[src/core/par_pkg.sv]
package par_pkg;

   // clock figures
   localparam int unsigned CLK_HZ      = 250_000_000;
   localparam int unsigned LF_HZ       = 32_768;
   localparam int unsigned KEEPALIVE_S = 8;
   localparam int unsigned SEQ_MS      = 10;

   localparam int DIV_W = 13;
   localparam int TMR_W = 20;
   localparam int WDT_W = 8;
   localparam int AW    = 8;

   // register byte addresses
   localparam logic [AW-1:0] A_CTRL = 8'h00;
   localparam logic [AW-1:0] A_WDT  = 8'h04;
   localparam logic [AW-1:0] A_WCLR = 8'h08;
   localparam logic [AW-1:0] A_STAT = 8'h0c;
   localparam logic [AW-1:0] A_VOLT = 8'h10;
   localparam logic [AW-1:0] A_SCR  = 8'h14;

   // device_control field positions
   localparam int C_KEEPON = 0;
   localparam int C_AUTO   = 1;
   localparam int C_SELF   = 2;
   localparam int C_OFFHW  = 3;
   localparam int C_GCOLD  = 4;
   localparam int C_NOCLK  = 5;
   localparam int CTRL_W   = 6;
   localparam logic [CTRL_W-1:0] CTRL_RST = 6'h00;

   localparam int W_EN   = 0;
   localparam int W_MODE = 1;
   localparam int W_PER  = 8;
   localparam logic [WDT_W-1:0] WDT_PER_RST = 8'h10;

   localparam int V_NORM  = 0;
   localparam int V_FORCE = 8;
   localparam int V_WKEEP = 15;
   localparam int VS_W    = 7;
   localparam logic [VS_W-1:0] VOLTAGE_SELECT_FIELD_DEF0 = 7'h28;
   localparam logic [VS_W-1:0] VOLTAGE_SELECT_FIELD_DEF1 = 7'h32;

   localparam int S_ST   = 0;
   localparam int S_RSTO = 4;
   localparam int S_IRQ  = 5;
   localparam int S_ACK  = 6;
   localparam int S_SEL  = 8;
   localparam int S_BANK = 10;
   localparam int S_CNT  = 16;

   localparam logic [1:0] RESP_OK  = 2'h0;
   localparam logic [1:0] RESP_ERR = 2'h2;
   localparam logic [1:0] POR_HOLD = 2'h3;
   localparam logic [7:0] PIN_IDLE = 8'h20;

   typedef enum logic [2:0] {
      ST_OFF  = 3'h0,
      ST_UP   = 3'h1,
      ST_ACT  = 3'h2,
      ST_DOWN = 3'h3,
      ST_WARM = 3'h4
   } par_state_t;

   typedef enum logic [1:0] {
      SEQ0 = 2'h0,
      SEQ1 = 2'h1,
      SEQ2 = 2'h2
   } par_seq_t;

   typedef struct packed {
      logic hold_pin;
      logic on_req;
      logic warm_restart_n;
      logic reset_gate;
      logic boot_select_a;
      logic boot_select_b;
      logic clk_stable;
      logic int_line;
   } par_pins_t;

   typedef struct packed {
      logic            reset_out;
      logic            wdt_irq;
      logic            por_reset;
      logic            hw_reset;
      logic            swo_reset;
      logic            seq_run;
      logic            cfg_bank;
      par_seq_t        seq_sel;
      par_state_t      state;
      logic [VS_W-1:0] voltage_select_field_norm;
      logic [VS_W-1:0] voltage_select_field_force;
   } par_out_t;

   typedef struct packed {
      logic [AW-1:0] awaddr;
      logic          awvalid;
      logic [31:0]   wdata;
      logic [3:0]    wstrb;
      logic          wvalid;
      logic          bready;
      logic [AW-1:0] araddr;
      logic          arvalid;
      logic          rready;
   } par_axi_req_t;

   typedef struct packed {
      logic        awready;
      logic        wready;
      logic        bvalid;
      logic [1:0]  bresp;
      logic        arready;
      logic        rvalid;
      logic [31:0] rdata;
      logic [1:0]  rresp;
   } par_axi_rsp_t;

   typedef struct packed {
      par_state_t         st;
      logic [TMR_W-1:0]   tmr;
      logic [DIV_W-1:0]   div;
      logic [1:0]         por_cnt;
      logic               ack_seen;
      logic               on_prev;
      logic               warm_prev;
      logic               int_prev;
      logic               restart;
      logic [CTRL_W-1:0]  ctrl;
      logic               wdt_en;
      logic               wdt_mode;
      logic [WDT_W-1:0]   wdt_per;
      logic [WDT_W-1:0]   wdt_cnt;
      logic               warm_keep;
      logic [7:0]         scratch;
      logic               aw_have;
      logic [AW-1:0]      awaddr;
      logic               w_have;
      logic [31:0]        wdata;
      logic [3:0]         wstrb;
      par_axi_rsp_t       rsp;
      par_out_t           o;
   } par_st_t;

endpackage

[src/core/par_sync.sv]
`timescale 1ns/1ps
module par_sync #(
   parameter int           W    = 8,
   parameter logic [W-1:0] INIT = '0
) (
   input  wire logic         ref_clk,
   input  wire logic         rst_n,
   input  wire logic [W-1:0] d,
   output logic      [W-1:0] q
);
   logic [W-1:0] meta_q;

   // the first stage feeds only the second stage
   for (genvar i = 0; i < W; i++) begin : g_bit
      always_ff @(posedge ref_clk) begin
         if (!rst_n) begin
            meta_q[i] <= INIT[i];
            q[i]      <= INIT[i];
         end else begin
            meta_q[i] <= d[i];
            q[i]      <= meta_q[i];
         end
      end
   end
endmodule

[src/core/par_top.sv]
`timescale 1ns/1ps
// Contract
// - hold mode: power up, release reset in ACTIVE
// - unacknowledged ACTIVE shuts down after eight seconds
// - hold pin falling after raise means off
// - auto mode with self-set sets keep-on bit after power-up
// - non-self-set mode watches keep-on bit like pin
// - boot pins select config bank and sequence
// - boot pins stay visible during sequence execution
// - defaults overwritable; settings writable after sequence
// - power-on reset clears every register class
// - hardware-reset off clears hardware and switch-off
// - plain off clears only switch-off registers
// - warm restart runs power-up, ends ACTIVE
// - warm restart reloads or keeps voltage per bit
// - reset gate blocks on, forces switch-off
// - periodic watchdog irq at one, bite at period while irq uncleared
// - clearing irq never restarts periodic counter
// - watchdog counter held zero while reset low
// - interrupt mode: uncleared interrupt past period bites
// - watchdog disabled out of reset
// - normal and forced voltage share one default
// - reset released after sequence and stable clock; with C_NOCLK set the code releases it without waiting for the clock
module par_top #(
   parameter int unsigned DIV_CYC   = par_pkg::CLK_HZ / par_pkg::LF_HZ,
   parameter int unsigned KA_TICKS  = par_pkg::KEEPALIVE_S * par_pkg::LF_HZ,
   parameter int unsigned SEQ_TICKS = par_pkg::SEQ_MS * par_pkg::LF_HZ / 1000
) (
   input  wire logic                  ref_clk,
   input  wire logic                  rst_n,
   input  wire par_pkg::par_pins_t    pins,
   input  wire par_pkg::par_axi_req_t axi_req,
   output par_pkg::par_axi_rsp_t      axi_rsp,
   output par_pkg::par_out_t          outs
);
   localparam int DW = par_pkg::DIV_W;
   localparam int TW = par_pkg::TMR_W;
   localparam logic [DW-1:0] DIV_M1 = DW'(DIV_CYC - 1);
   localparam logic [TW-1:0] SEQ_M1 = TW'(SEQ_TICKS - 1);
   localparam logic [TW-1:0] KA_M1  = TW'(KA_TICKS - 1);
   localparam int VS_W_L = par_pkg::VS_W;

   if (DIV_CYC < 2 || DIV_CYC > 2 ** DW) begin : g_bad_div
      $error("DIV_CYC does not fit the divider");
   end
   if (KA_TICKS < 1 || KA_TICKS > 2 ** TW || SEQ_TICKS < 1 || SEQ_TICKS > 2 ** TW) begin : g_bad_t
      $error("tick counts do not fit the timer");
   end

   par_pkg::par_st_t   s_q;
   par_pkg::par_st_t   s_d;
   par_pkg::par_pins_t p;
   logic               tick;
   logic               ack;
   logic               on_edge;
   logic               warm_edge;
   logic               int_rise;
   logic               seq_done;
   logic               clk_ok;
   logic               bite;
   logic               off_req;
   logic [VS_W_L-1:0]  vdef;
   logic [32:0]        wr_old;
   logic [32:0]        rd_val;
   logic [31:0]        wmask;
   logic [31:0]        wd;

   par_sync #(
      .W    ($bits(par_pkg::par_pins_t)),
      .INIT (par_pkg::PIN_IDLE)
   ) u_sync (
      .ref_clk (ref_clk),
      .rst_n   (rst_n),
      .d       (pins),
      .q       (p)
   );

   // {hit, value}; unmapped addresses miss and read zero
   function automatic logic [32:0] rd_reg(input logic [par_pkg::AW-1:0] a,
                                          input par_pkg::par_st_t s);
      logic [31:0] v;
      logic        hit;
      v   = '0;
      hit = 1'b1;
      unique case (a)
         par_pkg::A_CTRL: v[par_pkg::CTRL_W-1:0] = s.ctrl;
         par_pkg::A_WDT: begin
            v[par_pkg::W_EN]                      = s.wdt_en;
            v[par_pkg::W_MODE]                    = s.wdt_mode;
            v[par_pkg::W_PER +: par_pkg::WDT_W]   = s.wdt_per;
         end
         par_pkg::A_WCLR: v = '0;
         par_pkg::A_STAT: begin
            v[par_pkg::S_ST +: 3]                 = s.st;
            v[par_pkg::S_RSTO]                    = s.o.reset_out;
            v[par_pkg::S_IRQ]                     = s.o.wdt_irq;
            v[par_pkg::S_ACK]                     = s.ack_seen;
            v[par_pkg::S_SEL +: 2]                = s.o.seq_sel;
            v[par_pkg::S_BANK]                    = s.o.cfg_bank;
            v[par_pkg::S_CNT +: par_pkg::WDT_W]   = s.wdt_cnt;
         end
         par_pkg::A_VOLT: begin
            v[par_pkg::V_NORM +: par_pkg::VS_W]   = s.o.voltage_select_field_norm;
            v[par_pkg::V_FORCE +: par_pkg::VS_W]  = s.o.voltage_select_field_force;
            v[par_pkg::V_WKEEP]                   = s.warm_keep;
         end
         par_pkg::A_SCR: v[7:0] = s.scratch;
         default: hit = 1'b0;
      endcase
      return {hit, v};
   endfunction

   for (genvar b = 0; b < 4; b++) begin : g_strb
      assign wmask[8*b +: 8] = {8{s_q.wstrb[b]}};
   end

   assign tick      = s_q.div == DIV_M1;
   assign ack       = s_q.ctrl[par_pkg::C_AUTO] ? s_q.ctrl[par_pkg::C_KEEPON]
                                                : p.hold_pin;
   assign on_edge   = p.on_req & ~s_q.on_prev & ~p.reset_gate;
   assign warm_edge = ~p.warm_restart_n & s_q.warm_prev;
   assign int_rise  = p.int_line & ~s_q.int_prev;
   assign seq_done  = tick & (s_q.tmr == SEQ_M1);
   assign clk_ok    = p.clk_stable | s_q.ctrl[par_pkg::C_NOCLK];
   assign vdef      = p.boot_select_a ? par_pkg::VOLTAGE_SELECT_FIELD_DEF1 : par_pkg::VOLTAGE_SELECT_FIELD_DEF0;
   // a bite needs the reset released, so it only fires in ACTIVE
   assign bite      = s_q.wdt_en & s_q.o.reset_out & (s_q.wdt_per != '0)
                    & (s_q.wdt_cnt == s_q.wdt_per)
                    & (s_q.wdt_mode ? p.int_line : (s_q.o.wdt_irq & tick));
   assign off_req   = p.reset_gate | bite
                    | (s_q.ack_seen & ~ack)
                    | (~s_q.ack_seen & ~ack & tick & (s_q.tmr == KA_M1));
   assign wr_old    = rd_reg(s_q.awaddr, s_q);
   assign rd_val    = rd_reg(axi_req.araddr, s_q);
   assign wd        = (wr_old[31:0] & ~wmask) | (s_q.wdata & wmask);

   always_comb begin
      s_d           = s_q;
      s_d.div       = tick ? '0 : s_q.div + 1'b1;
      s_d.on_prev   = p.on_req;
      s_d.warm_prev = p.warm_restart_n;
      s_d.int_prev  = p.int_line;
      s_d.o.hw_reset  = 1'b0;
      s_d.o.swo_reset = 1'b0;
      s_d.o.por_reset = s_q.por_cnt != par_pkg::POR_HOLD;
      if (s_q.por_cnt != par_pkg::POR_HOLD) begin
         s_d.por_cnt = s_q.por_cnt + 1'b1;
      end
      // both voltage fields load from one default once the pins settle
      if (s_q.por_cnt == par_pkg::POR_HOLD - 2'h1) begin
         s_d.o.voltage_select_field_norm  = vdef;
         s_d.o.voltage_select_field_force = vdef;
      end

      // write channel: address and data taken in either order
      if (axi_req.awvalid & s_q.rsp.awready) begin
         s_d.aw_have = 1'b1;
         s_d.awaddr  = axi_req.awaddr;
      end
      if (axi_req.wvalid & s_q.rsp.wready) begin
         s_d.w_have = 1'b1;
         s_d.wdata  = axi_req.wdata;
         s_d.wstrb  = axi_req.wstrb;
      end
      if (s_q.rsp.bvalid & axi_req.bready) begin
         s_d.rsp.bvalid = 1'b0;
      end
      if (s_q.aw_have & s_q.w_have & ~s_q.rsp.bvalid) begin
         s_d.aw_have    = 1'b0;
         s_d.w_have     = 1'b0;
         s_d.rsp.bvalid = 1'b1;
         s_d.rsp.bresp  = wr_old[32] ? par_pkg::RESP_OK : par_pkg::RESP_ERR;
         unique case (s_q.awaddr)
            par_pkg::A_CTRL: s_d.ctrl = wd[par_pkg::CTRL_W-1:0];
            par_pkg::A_WDT: begin
               s_d.wdt_en   = wd[par_pkg::W_EN];
               s_d.wdt_mode = wd[par_pkg::W_MODE];
               s_d.wdt_per  = wd[par_pkg::W_PER +: par_pkg::WDT_W];
            end
            par_pkg::A_WCLR: begin
               if (wd[0]) begin
                  s_d.o.wdt_irq = 1'b0;
               end
            end
            par_pkg::A_VOLT: begin
               // sequence-owned settings are frozen while a sequence runs
               if (!s_q.o.seq_run) begin
                  s_d.o.voltage_select_field_norm  = wd[par_pkg::V_NORM +: par_pkg::VS_W];
                  s_d.o.voltage_select_field_force = wd[par_pkg::V_FORCE +: par_pkg::VS_W];
                  s_d.warm_keep    = wd[par_pkg::V_WKEEP];
               end
            end
            par_pkg::A_SCR: s_d.scratch = wd[7:0];
            default: s_d.scratch = s_q.scratch;
         endcase
      end
      s_d.rsp.awready = ~s_d.aw_have & ~s_d.rsp.bvalid;
      s_d.rsp.wready  = ~s_d.w_have & ~s_d.rsp.bvalid;

      // read channel
      if (s_q.rsp.rvalid & axi_req.rready) begin
         s_d.rsp.rvalid = 1'b0;
      end
      if (axi_req.arvalid & s_q.rsp.arready) begin
         s_d.rsp.rvalid = 1'b1;
         s_d.rsp.rdata  = rd_val[31:0];
         s_d.rsp.rresp  = rd_val[32] ? par_pkg::RESP_OK : par_pkg::RESP_ERR;
      end
      s_d.rsp.arready = ~s_d.rsp.rvalid;

      // power state machine
      unique case (s_q.st)
         par_pkg::ST_OFF: begin
            if (s_q.por_cnt == par_pkg::POR_HOLD
                && (on_edge || (s_q.restart && !p.reset_gate))) begin
               s_d.st       = par_pkg::ST_UP;
               s_d.tmr      = '0;
               s_d.restart  = 1'b0;
               s_d.ack_seen = 1'b0;
            end
         end
         par_pkg::ST_UP, par_pkg::ST_WARM: begin
            if (tick && s_q.tmr != SEQ_M1) begin
               s_d.tmr = s_q.tmr + 1'b1;
            end
            if (seq_done && clk_ok) begin
               s_d.st          = par_pkg::ST_ACT;
               s_d.tmr         = '0;
               s_d.o.reset_out = 1'b1;
               if (s_q.st == par_pkg::ST_UP && s_q.ctrl[par_pkg::C_AUTO]
                   && s_q.ctrl[par_pkg::C_SELF]) begin
                  s_d.ctrl[par_pkg::C_KEEPON] = 1'b1;
               end
            end
         end
         par_pkg::ST_ACT: begin
            if (ack) begin
               s_d.ack_seen = 1'b1;
            end else if (!s_q.ack_seen && tick) begin
               s_d.tmr = s_q.tmr + 1'b1;
            end
            if (off_req) begin
               s_d.st          = par_pkg::ST_DOWN;
               s_d.tmr         = '0;
               s_d.o.reset_out = 1'b0;
               s_d.restart     = p.reset_gate & s_q.ctrl[par_pkg::C_GCOLD];
            end else if (warm_edge) begin
               s_d.st          = par_pkg::ST_WARM;
               s_d.tmr         = '0;
               s_d.o.reset_out = 1'b0;
               if (!s_q.warm_keep) begin
                  s_d.o.voltage_select_field_norm  = vdef;
                  s_d.o.voltage_select_field_force = vdef;
               end
            end
         end
         par_pkg::ST_DOWN: begin
            if (tick && s_q.tmr != SEQ_M1) begin
               s_d.tmr = s_q.tmr + 1'b1;
            end
            if (seq_done) begin
               s_d.st          = par_pkg::ST_OFF;
               s_d.tmr         = '0;
               s_d.o.swo_reset = 1'b1;
               s_d.ctrl[par_pkg::C_KEEPON] = 1'b0;
               s_d.wdt_en      = 1'b0;
               s_d.wdt_mode    = 1'b0;
               s_d.wdt_per     = par_pkg::WDT_PER_RST;
               s_d.o.wdt_irq   = 1'b0;
               s_d.warm_keep   = 1'b0;
               s_d.o.voltage_select_field_norm  = vdef;
               s_d.o.voltage_select_field_force = vdef;
               if (s_q.ctrl[par_pkg::C_OFFHW]) begin
                  s_d.o.hw_reset = 1'b1;
                  s_d.scratch    = '0;
               end
            end
         end
         default: begin
            s_d.st          = par_pkg::ST_OFF;
            s_d.o.reset_out = 1'b0;
         end
      endcase

      // watchdog, after any clear so that a set in the same cycle wins
      if (!s_d.o.reset_out || !s_d.wdt_en || s_d.wdt_per == '0) begin
         s_d.wdt_cnt = '0;
      end else if (!s_d.wdt_mode) begin
         if (tick) begin
            s_d.wdt_cnt = (s_q.wdt_cnt == s_d.wdt_per) ? '0 : s_q.wdt_cnt + 1'b1;
            if (s_d.wdt_cnt == par_pkg::WDT_W'(1)) begin
               s_d.o.wdt_irq = 1'b1;
            end
         end
      end else if (int_rise || !p.int_line) begin
         s_d.wdt_cnt = '0;
      end else if (tick && s_q.wdt_cnt != s_d.wdt_per) begin
         s_d.wdt_cnt = s_q.wdt_cnt + 1'b1;
      end

      // boot pins are static selectors, read live by the sequences
      s_d.o.cfg_bank = p.boot_select_a;
      s_d.o.seq_sel  = p.boot_select_a ? par_pkg::SEQ2
                     : (p.boot_select_b ? par_pkg::SEQ1 : par_pkg::SEQ0);
      s_d.o.state    = s_d.st;
      s_d.o.seq_run  = s_d.st == par_pkg::ST_UP || s_d.st == par_pkg::ST_WARM
                    || s_d.st == par_pkg::ST_DOWN;
   end

   // reset is the power-on level: every class takes its default
   always_ff @(posedge ref_clk) begin
      if (!rst_n) begin
         s_q             <= '0;
         s_q.o.por_reset <= 1'b1;
         s_q.wdt_per     <= par_pkg::WDT_PER_RST;
         s_q.warm_prev   <= 1'b1;
      end else begin
         s_q <= s_d;
      end
   end

   assign axi_rsp = s_q.rsp;
   assign outs    = s_q.o;

   chk_reset_active: assert property (
      @(posedge ref_clk) disable iff (!rst_n)
      s_q.o.reset_out |-> s_q.st == par_pkg::ST_ACT)
      else $error("reset released outside ACTIVE");

   chk_release_cond: assert property (
      @(posedge ref_clk) disable iff (!rst_n)
      $rose(s_q.o.reset_out) |-> $past(s_q.tmr) == SEQ_M1
         && ($past(p.clk_stable) || $past(s_q.ctrl[par_pkg::C_NOCLK])))
      else $error("reset released before sequence end or clock");

   chk_keepalive_end: assert property (
      @(posedge ref_clk) disable iff (!rst_n)
      s_q.st == par_pkg::ST_ACT && !s_q.ack_seen && !ack && tick && s_q.tmr == KA_M1
      |=> s_q.st == par_pkg::ST_DOWN)
      else $error("keep-alive timeout missed");

   chk_hold_drop: assert property (
      @(posedge ref_clk) disable iff (!rst_n)
      s_q.st == par_pkg::ST_ACT && s_q.ack_seen && !ack |=> s_q.st == par_pkg::ST_DOWN)
      else $error("acknowledge drop not taken as off");

   chk_selfset_bit: assert property (
      @(posedge ref_clk) disable iff (!rst_n)
      s_q.st == par_pkg::ST_UP && s_q.ctrl[par_pkg::C_AUTO] && s_q.ctrl[par_pkg::C_SELF]
      ##1 s_q.st == par_pkg::ST_ACT |-> s_q.ctrl[par_pkg::C_KEEPON])
      else $error("keep-on bit not set after power-up");

   chk_boot_decode: assert property (
      @(posedge ref_clk) disable iff (!rst_n)
      $past(rst_n) |-> s_q.o.seq_sel == ($past(p.boot_select_a) ? par_pkg::SEQ2
         : ($past(p.boot_select_b) ? par_pkg::SEQ1 : par_pkg::SEQ0))
         && s_q.o.cfg_bank == $past(p.boot_select_a))
      else $error("boot select decode wrong");

   chk_gate_block: assert property (
      @(posedge ref_clk) disable iff (!rst_n)
      s_q.st == par_pkg::ST_OFF && p.reset_gate |=> s_q.st == par_pkg::ST_OFF)
      else $error("power-up despite reset gate");

   chk_reset_levels: assert property (
      @(posedge ref_clk) disable iff (!rst_n)
      s_q.o.hw_reset |-> s_q.o.swo_reset && s_q.st == par_pkg::ST_OFF && !s_q.wdt_en)
      else $error("hardware reset without switch-off reset");

   chk_wdt_irq_one: assert property (
      @(posedge ref_clk) disable iff (!rst_n)
      !s_q.wdt_mode && s_q.wdt_cnt == par_pkg::WDT_W'(1) && $changed(s_q.wdt_cnt)
      |-> s_q.o.wdt_irq)
      else $error("periodic interrupt missing at count one");

   chk_wdt_held: assert property (
      @(posedge ref_clk) disable iff (!rst_n)
      !s_q.o.reset_out |-> s_q.wdt_cnt == '0)
      else $error("watchdog counts while reset low");

   chk_wdt_bite: assert property (
      @(posedge ref_clk) disable iff (!rst_n)
      bite |=> s_q.st == par_pkg::ST_DOWN && !s_q.o.reset_out)
      else $error("watchdog expiry without shutdown");

   chk_wdt_off_reset: assert property (
      @(posedge ref_clk)
      $rose(rst_n) |-> !s_q.wdt_en && s_q.wdt_cnt == '0)
      else $error("watchdog enabled out of reset");
endmodule

[config.mk]
export PLATFORM = sky130hd
export DESIGN_NAME = par_top
export DESIGN_NICKNAME = d
export VERILOG_FILES = /design/src/core/par_pkg.sv /design/src/core/par_sync.sv /design/src/core/par_top.sv
export SDC_FILE = /design/constraint.sdc
export NUM_CORES = 1
export LEC_CHECK = 0
export ABC_AREA = 0
export BUFFER_PORTS_ARGS = -buffer_cell sky130_fd_sc_hd__buf_2
export CELL_PAD_IN_SITES_DETAIL_PLACEMENT = 1
export CELL_PAD_IN_SITES_GLOBAL_PLACEMENT = 1
export CORE_MARGIN = 4
export CORE_UTILIZATION = 46
export DETAILED_ROUTE_END_ITERATION = 7
export PLACE_DENSITY_LB_ADDON = 0.08
export SLEW_MARGIN = 20
export SYNTH_ARGS = -nofsm -noshare
export SYNTH_HDL_FRONTEND = slang
export SYNTH_SLANG_ARGS = --single-unit
export TNS_END_PERCENT = 10
[constraint.sdc]
create_clock -name ref_clk -period 5.2 [get_ports ref_clk]
set_clock_uncertainty 0.2 [all_clocks]
set_input_delay 1.04 -clock ref_clk [delete_from_list [all_inputs] [get_ports ref_clk]]
set_output_delay 1.04 -clock ref_clk [all_outputs]
set_load 0.01 [all_outputs]
==> results.sh, run 1 <==
export IMPL_synth_edff_count=0
export IMPL_fmax_ghz=0.244
export IMPL_placed_area_mm2=0.00915
export IMPL_syn_avg_cell_area_um2=8.09
export IMPL_coreArea_mm2=0.0189
export IMPL_cp_common_cell="a21oi_1"
export IMPL_ctsHoldBuffers=0
export IMPL_vias_per_cell=5.81
export IMPL_antenna_cells=0
export IMPL_final_max_slew_viol_count=0
export IMPL_peakVddDrop_uv=211
export IMPL_grt_pass1_wl_um=44200
export IMPL_ys_seq_area_share_pct=38.9
export IMPL_first_pass_iters=6
export IMPL_dpl_worst_slack_ns=1.15
export IMPL_clock_sinks=173
export IMPL_period_share_pct=78.9
export IMPL_gp_congestion=0.926
export IMPL_finalSetupViolCount=0
export IMPL_cts_buffer_depth=2
export IMPL_grt_pass1_vias=8000
export IMPL_r2r_slack_ns=1.10
export IMPL_setup_tns_ns=0
export IMPL_io_pins=134
export IMPL_antenna_found_initial=0
export IMPL_crit_path_cell_trace="inv_1 > ha_1 > nand3b_1 > or4_1 > o41ai_1 > a211oi_1 > a311oi_1 > nand2b_1 > nor2_1 > a21oi_1 > a21oi_1"
export IMPL_drive_above_1_share_pct=16.9
export IMPL_cp_slowest_stage_delay_ns=0.74
export IMPL_die_h_um=147
export IMPL_r2r_cells=11
export IMPL_grt_max_degree=32
export IMPL_cp_required_ns=5.36
export IMPL_ys_types=80
export IMPL_ys_flop_type="dfxtp_1"
export IMPL_io_buffer_count=105
export IMPL_slew_headroom_pct=36.8
export IMPL_synthArstFlopShare_pct=0
export IMPL_final_setup_worst_slack_ns=1.10
export IMPL_num_vias=8087
export IMPL_cts_setup_buffers=0
export IMPL_clkLatencyLatePin_ns=0.43
export IMPL_die_area_mm2=0.0216
export IMPL_min_path_cells=1
export IMPL_layout_nets=1192
export IMPL_tritoncts="done"
export IMPL_p_leak_nw=3.80
export IMPL_synth_cells=1100
export IMPL_hpwl_um=19900
export IMPL_worst_pin_slew_ns=0.942
export IMPL_gr_usage_all_layers_pct=25.4
export IMPL_clk_pin_slew_ns=0.07
export IMPL_synth_cell_area_mm2=0.00890
export IMPL_wl_per_cell_um=19.9
export IMPL_die_w_um=147
export IMPL_routed_wl_um=27600
export IMPL_rows=50
export IMPL_endpoint_kind="flip-flop"
export IMPL_crit_path_start_kind="flip-flop"
export IMPL_start_util_pct=47.1
export IMPL_cp_max_fo=12
export IMPL_ant_nets=0
export IMPL_fin_crit_ns=4.10
export IMPL_design_area_mm2=0.00976
export IMPL_area_growth_pct=9.61
export IMPL_grt_overflow_total=0
export IMPL_hp_class="flip-flop to flip-flop"
export IMPL_most_common_layout_cells="173 x dfxtp_1, 142 x nand2_1, 120 x nor2_1, 105 x buf_2, 73 x a21oi_1"
export IMPL_drt_iter0_drc=681
export IMPL_hold_viol=0
export IMPL_hold_end="u_sync.q[5]"
export IMPL_min_delay_start="u_sync.meta_q[5]"
export IMPL_cellPowerDensity_mw_per_mm2=309
export IMPL_slowest_stage="or4_1"
export IMPL_cts_root_buf="clkbuf_16"
export IMPL_drc_errors=0
export IMPL_drv_cap=0
export IMPL_status="complete, no violations"
export IMPL_cp_arrival_ns=4.27
export IMPL_htree_levels=4
export IMPL_ys_ff_latch=173
export IMPL_rsz0062_at_grt="false"
export IMPL_layout_commonest_cell="dfxtp_1"
export IMPL_synth_warnings=0
export IMPL_cts_resized=0
export IMPL_reg2reg_to="s_q[173]"
export IMPL_critical_path_class="flip-flop to flip-flop"
export IMPL_cts_made_buffers=17
export IMPL_reg2reg_from="s_q[153]"
flip-flops by register name, summed over array words and instances (netlist names):
register	cells
s_q	101
axi_rsp	31
outs	25
u_sync.meta_q	8
u_sync.q	8
stage by stage:
step | hold WS (ns) | power, mW | cells | utilization [%]
after floorplan | 0.186 | 1.63 | 1109 | -
after global placement | 0.189 | 1.70 | 1359 | 48.4
after detailed placement | 0.200 | 1.71 | 1359 | 48.4
after CTS | 0.217 | 3.03 | 1391 | 51.6
after global routing | 0.252 | 3.13 | 1391 | 51.6
final | 0.218 | 3.02 | 1391 | 51.6
power by group:
| group | switching (mW) | internal, mW |
|---|---|---|
| logic | 0.162 | 0.0971 |
| clock network | 0.563 | 0.771 |
| registers | 0.0541 | 1.37 |
layout make-up:
type	instances	area, um^2
repair buffers	117	616
multi-input cells	789	4670
flip-flops and latches	173	3460
clock inverters	14	165
inverters	20	75.1
clock buffers	18	439
well taps	260	325
fillers	2407	9140
metal layers:
metal | routed length [um] | vias up | GRT usage, %
met3 | 1740 | 49 | 4.32
met2 | 12000 | 267 | 39.1
li1 | - | 3856 | -
met4 | 643 | 0 | 8.06
met1 | 13200 | 3915 | 36.5
met5 | 0 | - | 0
cell usage after synthesis, types with 5 or more instances:
cell type	number	area (um^2)
dfxtp_1	173	3460
nand2_1	142	533
nor2_1	120	450
a21oi_1	73	365
buf_4	67	503
clkbuf_1	50	188
o21ai_0	40	200
nand3_1	33	165
nor3_1	31	155
and2_1	30	188
and3_1	19	119
inv_1	19	71.3
a22oi_1	16	120
mux2i_1	16	160
mux2_2	15	169
nor2b_1	15	93.8
nor4_1	15	93.8
xor2_1	15	131
xnor2_1	14	123
a31oi_1	13	81.3
nand2b_1	11	68.8
a221oi_1	10	87.6
nand4_1	10	62.6
o31ai_1	9	67.6
a222oi_1	8	80.1
o211ai_1	8	60.1
or3_1	8	50.1
ha_1	7	87.6
o21ai_1	7	35.0
a211oi_1	6	45.0
buf_2	6	30.0
nand3b_1	6	45.0
o41ai_1	5	43.8
worst max-delay path, delay by kind of cell, from the launching register on:
| family | cells | cell delay, ns |
|---|---|---|
| buf+inv | 1 | 0.07 |
| flops | 1 | 0.34 |
| fa+ha+maj | 1 | 0.14 |
| compound gates | 5 | 1.66 |
| simple gates | 4 | 1.61 |
worst max-delay path by stage:
| stage | startpoint | endpoint | slack [ns] | cells after the start |
|---|---|---|---|---|
| detailed placement | s_q[153] | s_q[179] | 1.15 | 9 |
| global placement | s_q[153] | s_q[127] | 1.25 | 11 |
| global route | s_q[106] | s_q[124] | 0.61 | 9 |
| CTS | s_q[153] | s_q[184] | 1.11 | 11 |
| finish | s_q[153] | s_q[173] | 1.10 | 11 |
| floorplan | s_q[108] | s_q[122] | 1.80 | 10 |
logic make-up (layout without fill, tap and decap cells):
family | count (synthesis) | in the layout | share of synthesized area (%)
simple gates | 471 | 471 | 25.9
other cells | 1 | 10 | 0.0421
xor+xnor | 29 | 29 | 2.85
mux | 31 | 31 | 3.70
fa+ha+maj | 7 | 7 | 0.984
compound gates | 241 | 241 | 18.5
buf+inv | 147 | 169 | 9.11
flops | 173 | 173 | 38.9
Power figures use the tool's default switching activity.
==> run 2: changes to the inputs <==
--- a/config.mk
+++ b/config.mk
@@ -5,12 +5,12 @@
 export SDC_FILE = /design/constraint.sdc
 export NUM_CORES = 1
 export LEC_CHECK = 0
-export ABC_AREA = 0
+export ABC_AREA = 1
 export BUFFER_PORTS_ARGS = -buffer_cell sky130_fd_sc_hd__buf_2
 export CELL_PAD_IN_SITES_DETAIL_PLACEMENT = 1
 export CELL_PAD_IN_SITES_GLOBAL_PLACEMENT = 1
 export CORE_MARGIN = 4
-export CORE_UTILIZATION = 46
+export CORE_UTILIZATION = 41
 export DETAILED_ROUTE_END_ITERATION = 7
 export PLACE_DENSITY_LB_ADDON = 0.08
 export SLEW_MARGIN = 20
==> constraint.sdc (replaced) <==
create_clock -name ref_clk -period 3.9 [get_ports ref_clk]
set_clock_uncertainty 0.2 [all_clocks]
set_input_delay 0.78 -clock ref_clk [delete_from_list [all_inputs] [get_ports ref_clk]]
set_output_delay 0.78 -clock ref_clk [all_outputs]
set_load 0.01 [all_outputs]
==> results.sh, run 2 <==
export IMPL_grt_max_degree=63
export IMPL_min_delay_start="u_sync.meta_q[0]"
export IMPL_clk_pin_slew_ns=0.08
export IMPL_grt_pass1_vias=8630
export IMPL_synthArstFlopShare_pct=0
export IMPL_clock_sinks=173
export IMPL_p_leak_nw=4.55
export IMPL_ctsHoldBuffers=0
export IMPL_dr_wl_met3_um=1720
export IMPL_r2r_slack_ns=0.98
export IMPL_largest_reg_flops=101
export IMPL_antenna_found_initial=0
export IMPL_wl_per_cell_um=17.3
export IMPL_coreArea_mm2=0.0226
export IMPL_hold_viol=0
export IMPL_rows=55
export IMPL_layout_commonest_cell="nand2_1"
export IMPL_multi_input_area_mm2=0.00453
export IMPL_drt_iter0_drc=591
export IMPL_vias_per_cell=5.19
export IMPL_ys_seq_area_share_pct=36.9
export IMPL_synth_edff_count=0
export IMPL_gr_usage_all_layers_pct=23.3
export IMPL_fin_crit_ns=2.92
export IMPL_setup_tns_ns=0
export IMPL_critical_path_class="flip-flop to flip-flop"
export IMPL_drive_above_1_share_pct=15.3
export IMPL_grt_pass1_wl_um=47800
export IMPL_regArea_mm2=0.00346
export IMPL_layout_nets=1489
export IMPL_ys_flop_type="dfxtp_1"
export IMPL_syn_avg_cell_area_um2=6.79
export IMPL_endpoint_kind="flip-flop"
export IMPL_slew_headroom_pct=44.0
export IMPL_synth_top_area_share_pct=36.9
export IMPL_status="complete, no violations"
export IMPL_io_buffer_count=105
export IMPL_period_share_pct=74.8
export IMPL_grt_overflow_total=0
export IMPL_cellPowerDensity_mw_per_mm2=387
export IMPL_nFillCells=2984
export IMPL_synth_warnings=0
export IMPL_wl_met1_um=15200
export IMPL_reg2reg_from="s_q[153]"
export IMPL_antenna_cells=0
export IMPL_cts_buffer_depth=2
export IMPL_fmax_ghz=0.343
export IMPL_top_layer_used="met4"
export IMPL_yosysMostFrequentCell="nand2_1"
export IMPL_final_setup_worst_slack_ns=0.984
export IMPL_most_common_layout_cells="277 x nand2_1, 173 x dfxtp_1, 164 x inv_1, 143 x nor2_1, 123 x o21ai_0"
export IMPL_utilization_pct=45.5
export IMPL_cp_required_ns=3.98
export IMPL_hpwl_um=22400
export IMPL_num_vias=8893
export IMPL_finalSetupViolCount=0
export IMPL_dpl_worst_slack_ns=0.840
export IMPL_cts_made_buffers=17
export IMPL_ys_ff_latch=173
export IMPL_area_growth_pct=9.46
export IMPL_cts_root_buf="clkbuf_16"
export IMPL_r2r_cells=13
export IMPL_io_pins=134
export IMPL_hold_ws_ns=0.217
export IMPL_ys_types=48
export IMPL_synth_cell_area_mm2=0.00938
export IMPL_synth_cells=1380
export IMPL_die_h_um=159
export IMPL_routed_wl_um=29600
export IMPL_cts_setup_buffers=0
export IMPL_synth_area_leaders="dfxtp_1 37%, nand2_1 11%, inv_1 6.6%, o21ai_0 6.6%, nor2_1 5.7%"
export IMPL_route_met2_wl_um=12200
export IMPL_hp_class="flip-flop to flip-flop"
export IMPL_min_path_cells=2
export IMPL_gp_congestion=0.956
export IMPL_regMostFlops="s_q"
export IMPL_cp_arrival_ns=3.00
export IMPL_ant_nets=0
export IMPL_cts_resized=0
export IMPL_yosys_top_cells_count="277 x nand2_1, 173 x dfxtp_1, 164 x inv_1, 143 x nor2_1, 123 x o21ai_0"
export IMPL_start_util_pct=41.5
export IMPL_crit_path_start_kind="flip-flop"
export IMPL_tritoncts="done"
export IMPL_clkLatencyLatePin_ns=0.44
export IMPL_rsz0062_at_grt="false"
export IMPL_design_power_total_mw=3.97
export IMPL_reg2reg_to="s_q[184]"
export IMPL_cp_max_fo=15
export IMPL_first_pass_iters=5
export IMPL_drc_errors=0
export IMPL_final_max_slew_viol_count=0
export IMPL_hold_end="u_sync.q[0]"
export IMPL_die_w_um=159
export IMPL_die_area_mm2=0.0253
export IMPL_synth_largest_area_cell="dfxtp_1"
export IMPL_drv_cap=0
export IMPL_peakVddDrop_uv=229
export IMPL_htree_levels=4
export IMPL_worst_pin_slew_ns=0.833
run 2: cell count changes in the layout (fill, tap and decap cells not counted), sizes merged, moves of 19 or more:
cell,delta
a21oi,+30
and2,-31
and3,-19
inv,+172
nand2,+151
nand3,+49
nor2,+37
o21ai,+83
run 2: layer usage:
layer / vias up / track usage (%)
li1: 4455 / -
met5: - / 0
met4: 0 / 4.97
met2: 238 / 33.9
met1: 4173 / 35.8
met3: 27 / 4.09
run 2: stage by stage:
| step | instance area [um^2] | std cells |
|---|---|---|
| floorplan | 9410 | 1389 |
| global placement | 9680 | 1681 |
| detailed placement | 9680 | 1681 |
| CTS | 10300 | 1713 |
| global route | 10300 | 1713 |
| finish | 10300 | 1713 |
run 2: power by group:
part	internal (mW)	switching (mW)
sequential	1.83	0.0501
clock	0.874	0.848
combinational	0.121	0.246
run 2: worst max-delay path: stages, from the launching register on:
cell     delay (ns)
dfxtp_1        0.35
inv_1          0.07
ha_1           0.20
nand4_2        0.21
nor2_8         0.27
nand2_1        0.13
nor2_2         0.19
inv_2          0.10
nand3_1        0.46
inv_1          0.28
nand2_1        0.12
nand2_1        0.06
nand2_1        0.06
a21oi_1        0.06
run 2: area by class of cell:
| cell class | instances | share of cell area [%] |
|---|---|---|
| clock inverter | 14 | 1.44 |
| multi-input combinational | 916 | 44.2 |
| tap | 285 | 3.47 |
| sequential | 173 | 33.7 |
| clock buffer | 18 | 4.28 |
| inverter | 192 | 7.02 |
| timing repair buffer | 115 | 5.85 |
run 2: worst max path at each step:
stage,slack (ns),cells past startpoint,start,to
floorplan,1.56,6,axi_req[7],axi_rsp[3]
global placement,0.92,8,axi_req[7],axi_rsp[12]
detailed placement,0.84,8,axi_req[7],axi_rsp[11]
CTS,0.91,13,s_q[153],s_q[184]
global route,0.70,13,s_q[153],s_q[167]
finish,0.98,13,s_q[153],s_q[184]
run 2: cell families after synthesis:
logic type,count (synthesis),synth area share [%]
DFF,173,36.9
other,1,0.0400
buffers and inverters,300,15.1
AOI/OAI and AO/OA,283,16.4
and+or+nand+nor,595,28.7
adders and majority gates,7,0.934
xor gates and xnor gates,21,1.96
==> run 3: changes to the inputs <==
==> constraint.sdc (replaced) <==
create_clock -name ref_clk -period 3 [get_ports ref_clk]
set_clock_uncertainty 0.2 [all_clocks]
set_input_delay 0.6 -clock ref_clk [delete_from_list [all_inputs] [get_ports ref_clk]]
set_output_delay 0.6 -clock ref_clk [all_outputs]
set_load 0.01 [all_outputs]
==> results.sh, run 3 (synthesis results as in run 2) <==
export IMPL_io_pins=134
export IMPL_peakVddDrop_uv=296
export IMPL_endpoint_kind="flip-flop"
export IMPL_drc_errors=0
export IMPL_drt_iter0_drc=590
export IMPL_seqPwrFrac_pct=45.9
export IMPL_layout_commonest_cell="nand2_1"
export IMPL_most_common_layout_cells="277 x nand2_1, 173 x dfxtp_1, 164 x inv_1, 141 x nor2_1, 123 x o21ai_0"
export IMPL_die_h_um=159
export IMPL_antenna_cells=0
export IMPL_ant_nets=0
export IMPL_share_clk_of_total_power_pct=44.8
export IMPL_tritoncts="done"
export IMPL_clk_pin_slew_ns=0.07
export IMPL_cp_common_cell="nand2_1"
export IMPL_first_pass_iters=5
export IMPL_clock_sinks=173
export IMPL_final_cell_count_no_fill=1731
export IMPL_ctsHoldBuffers=0
export IMPL_reg2reg_from="s_q[153]"
export IMPL_htree_levels=4
export IMPL_period_share_pct=91.2
export IMPL_cts_buffer_depth=2
export IMPL_rows=55
export IMPL_wl_per_cell_um=17.6
export IMPL_cts_made_buffers=17
export IMPL_min_path_cells=3
export IMPL_routed_wl_um=30500
export IMPL_area_growth_pct=11.5
export IMPL_r2r_cells=14
export IMPL_gp_congestion=0.918
export IMPL_die_w_um=159
export IMPL_final_max_slew_viol_count=0
export IMPL_cp_arrival_ns=2.86
export IMPL_p_switching_mw=1.43
export IMPL_min_delay_start="pins[3]"
export IMPL_coreArea_mm2=0.0226
export IMPL_antenna_found_initial=0
export IMPL_crit_path_start_kind="flip-flop"
export IMPL_grt_overflow_total=0
export IMPL_cp_max_fo=8
export IMPL_hold_end="u_sync.meta_q[3]"
export IMPL_layout_nets=1508
export IMPL_grt_max_degree=75
export IMPL_rsz0062_at_grt="false"
export IMPL_start_util_pct=41.5
export IMPL_fmax_ghz=0.366
export IMPL_num_vias=9067
export IMPL_largest_reg_flops=101
export IMPL_drv_cap=0
export IMPL_internal_power_mw=3.91
export IMPL_hpwl_um=22600
export IMPL_worst_pin_slew_ns=0.774
export IMPL_utilization_pct=46.3
export IMPL_cellPowerDensity_mw_per_mm2=510
export IMPL_combPwrFrac_pct=9.3
export IMPL_cp_slowest_stage_delay_ns=0.49
export IMPL_crit_path_cell_trace="inv_1 > ha_1 > nand4_2 > nor2_8 > nand2_1 > nand2_1 > nand3_1 > nand2_1 > inv_2 > nand4_1 > o21ai_1 > o21ai_0 > nand2_1 > nand2_1"
export IMPL_clkLatencyLatePin_ns=0.44
export IMPL_finalSetupViolCount=0
export IMPL_grt_pass1_wl_um=48700
export IMPL_switching_share_pct=26.8
export IMPL_status="complete, no violations"
export IMPL_gr_usage_all_layers_pct=23.8
export IMPL_regMostFlops="s_q"
export IMPL_cp_required_ns=3.12
export IMPL_die_area_mm2=0.0253
export IMPL_critical_path_class="flip-flop to flip-flop"
export IMPL_dp_cells=1695
export IMPL_drive_above_1_share_pct=16.4
export IMPL_p_leak_nw=4.66
export IMPL_hp_class="input pin to flip-flop"
export IMPL_slowest_stage="o21ai_1"
export IMPL_io_buffer_count=105
export IMPL_slew_headroom_pct=48.4
export IMPL_reg2reg_to="outs[8]"
export IMPL_hold_viol=0
export IMPL_fin_crit_ns=2.74
export IMPL_cts_root_buf="clkbuf_16"
export IMPL_r2r_slack_ns=0.26
export IMPL_grt_pass1_vias=8754
export IMPL_setup_tns_ns=0
export IMPL_vias_per_cell=5.24
-- run 3: cell types whose count changed in the layout (fill, tap and decap cells not counted), sizes merged --
cell,change
buf,+19
bufinv,+3
clkbuf,+1
clkinv,-3
clkinvlp,-1
inv,-1
-- run 3: critical path: cells and delay by family, from the launching register on --
kind                     cells  cell delay (ns)
flip-flops                   1             0.39
adder cells (fa/ha/maj)      1             0.23
AO/OA/AOI/OAI                2             0.74
buffers and inverters        2             0.13
AND/OR/NAND/NOR              9             0.92
-- run 3: worst max path at each step --
stage | start | to | slack, ns | cells after the start
floorplan | s_q[153] | s_q[122] | 0.82 | 17
global placement | s_q[167] | outs[2] | 0.29 | 11
detailed placement | s_q[167] | outs[2] | 0.20 | 11
CTS | s_q[167] | outs[2] | 0.20 | 11
global route | s_q[166] | s_q[124] | 0.02 | 15
finish | s_q[153] | outs[8] | 0.26 | 14
-- run 3: power by group through the flow --
stage	Clock [mW]	Combinational, mW	Sequential, mW
5_1_grt	2.54	0.562	2.45
6_report	2.39	0.498	2.45
3_3_place_gp	0	0.484	2.49
3_5_place_dp	0	0.492	2.50
2_1_floorplan	0	0.375	2.47
4_1_cts	2.44	0.498	2.44
-- run 3: what timing repair did --
item                                    CTS  global route
endpoints found under the setup margin    0            13
buffers inserted                          0             5
resized for setup                         0             2
-- run 3: stage by stage --
step                hold WS [ns]  power [mW]  area, um^2  setup WS, ns
finish                     0.143        5.33       10400         0.265
global route               0.134        5.56       10400        0.0238
CTS                        0.131        5.38       10400         0.196
detailed placement         0.201        2.99        9790         0.203
global placement           0.193        2.98        9790         0.290
floorplan                  0.190        2.85        9410         0.819
-- run 3: routing by layer --
metal,vias up,GRT usage [%],routed length [um]
met3,35,3.75,1530
li1,4499,-,-
met4,0,6.23,549
met5,-,0,0
met2,255,36.3,13000
met1,4278,35.2,15300
-- run 3: final cells by class --
type	instances	area [um^2]
Fill cell	3005	12100
Multi-Input combinational cell	916	4540
Sequential cell	173	3460
Timing Repair Buffer	134	756
Inverter	192	721
Clock buffer	19	443
Tap cell	285	357
Clock inverter	12	170
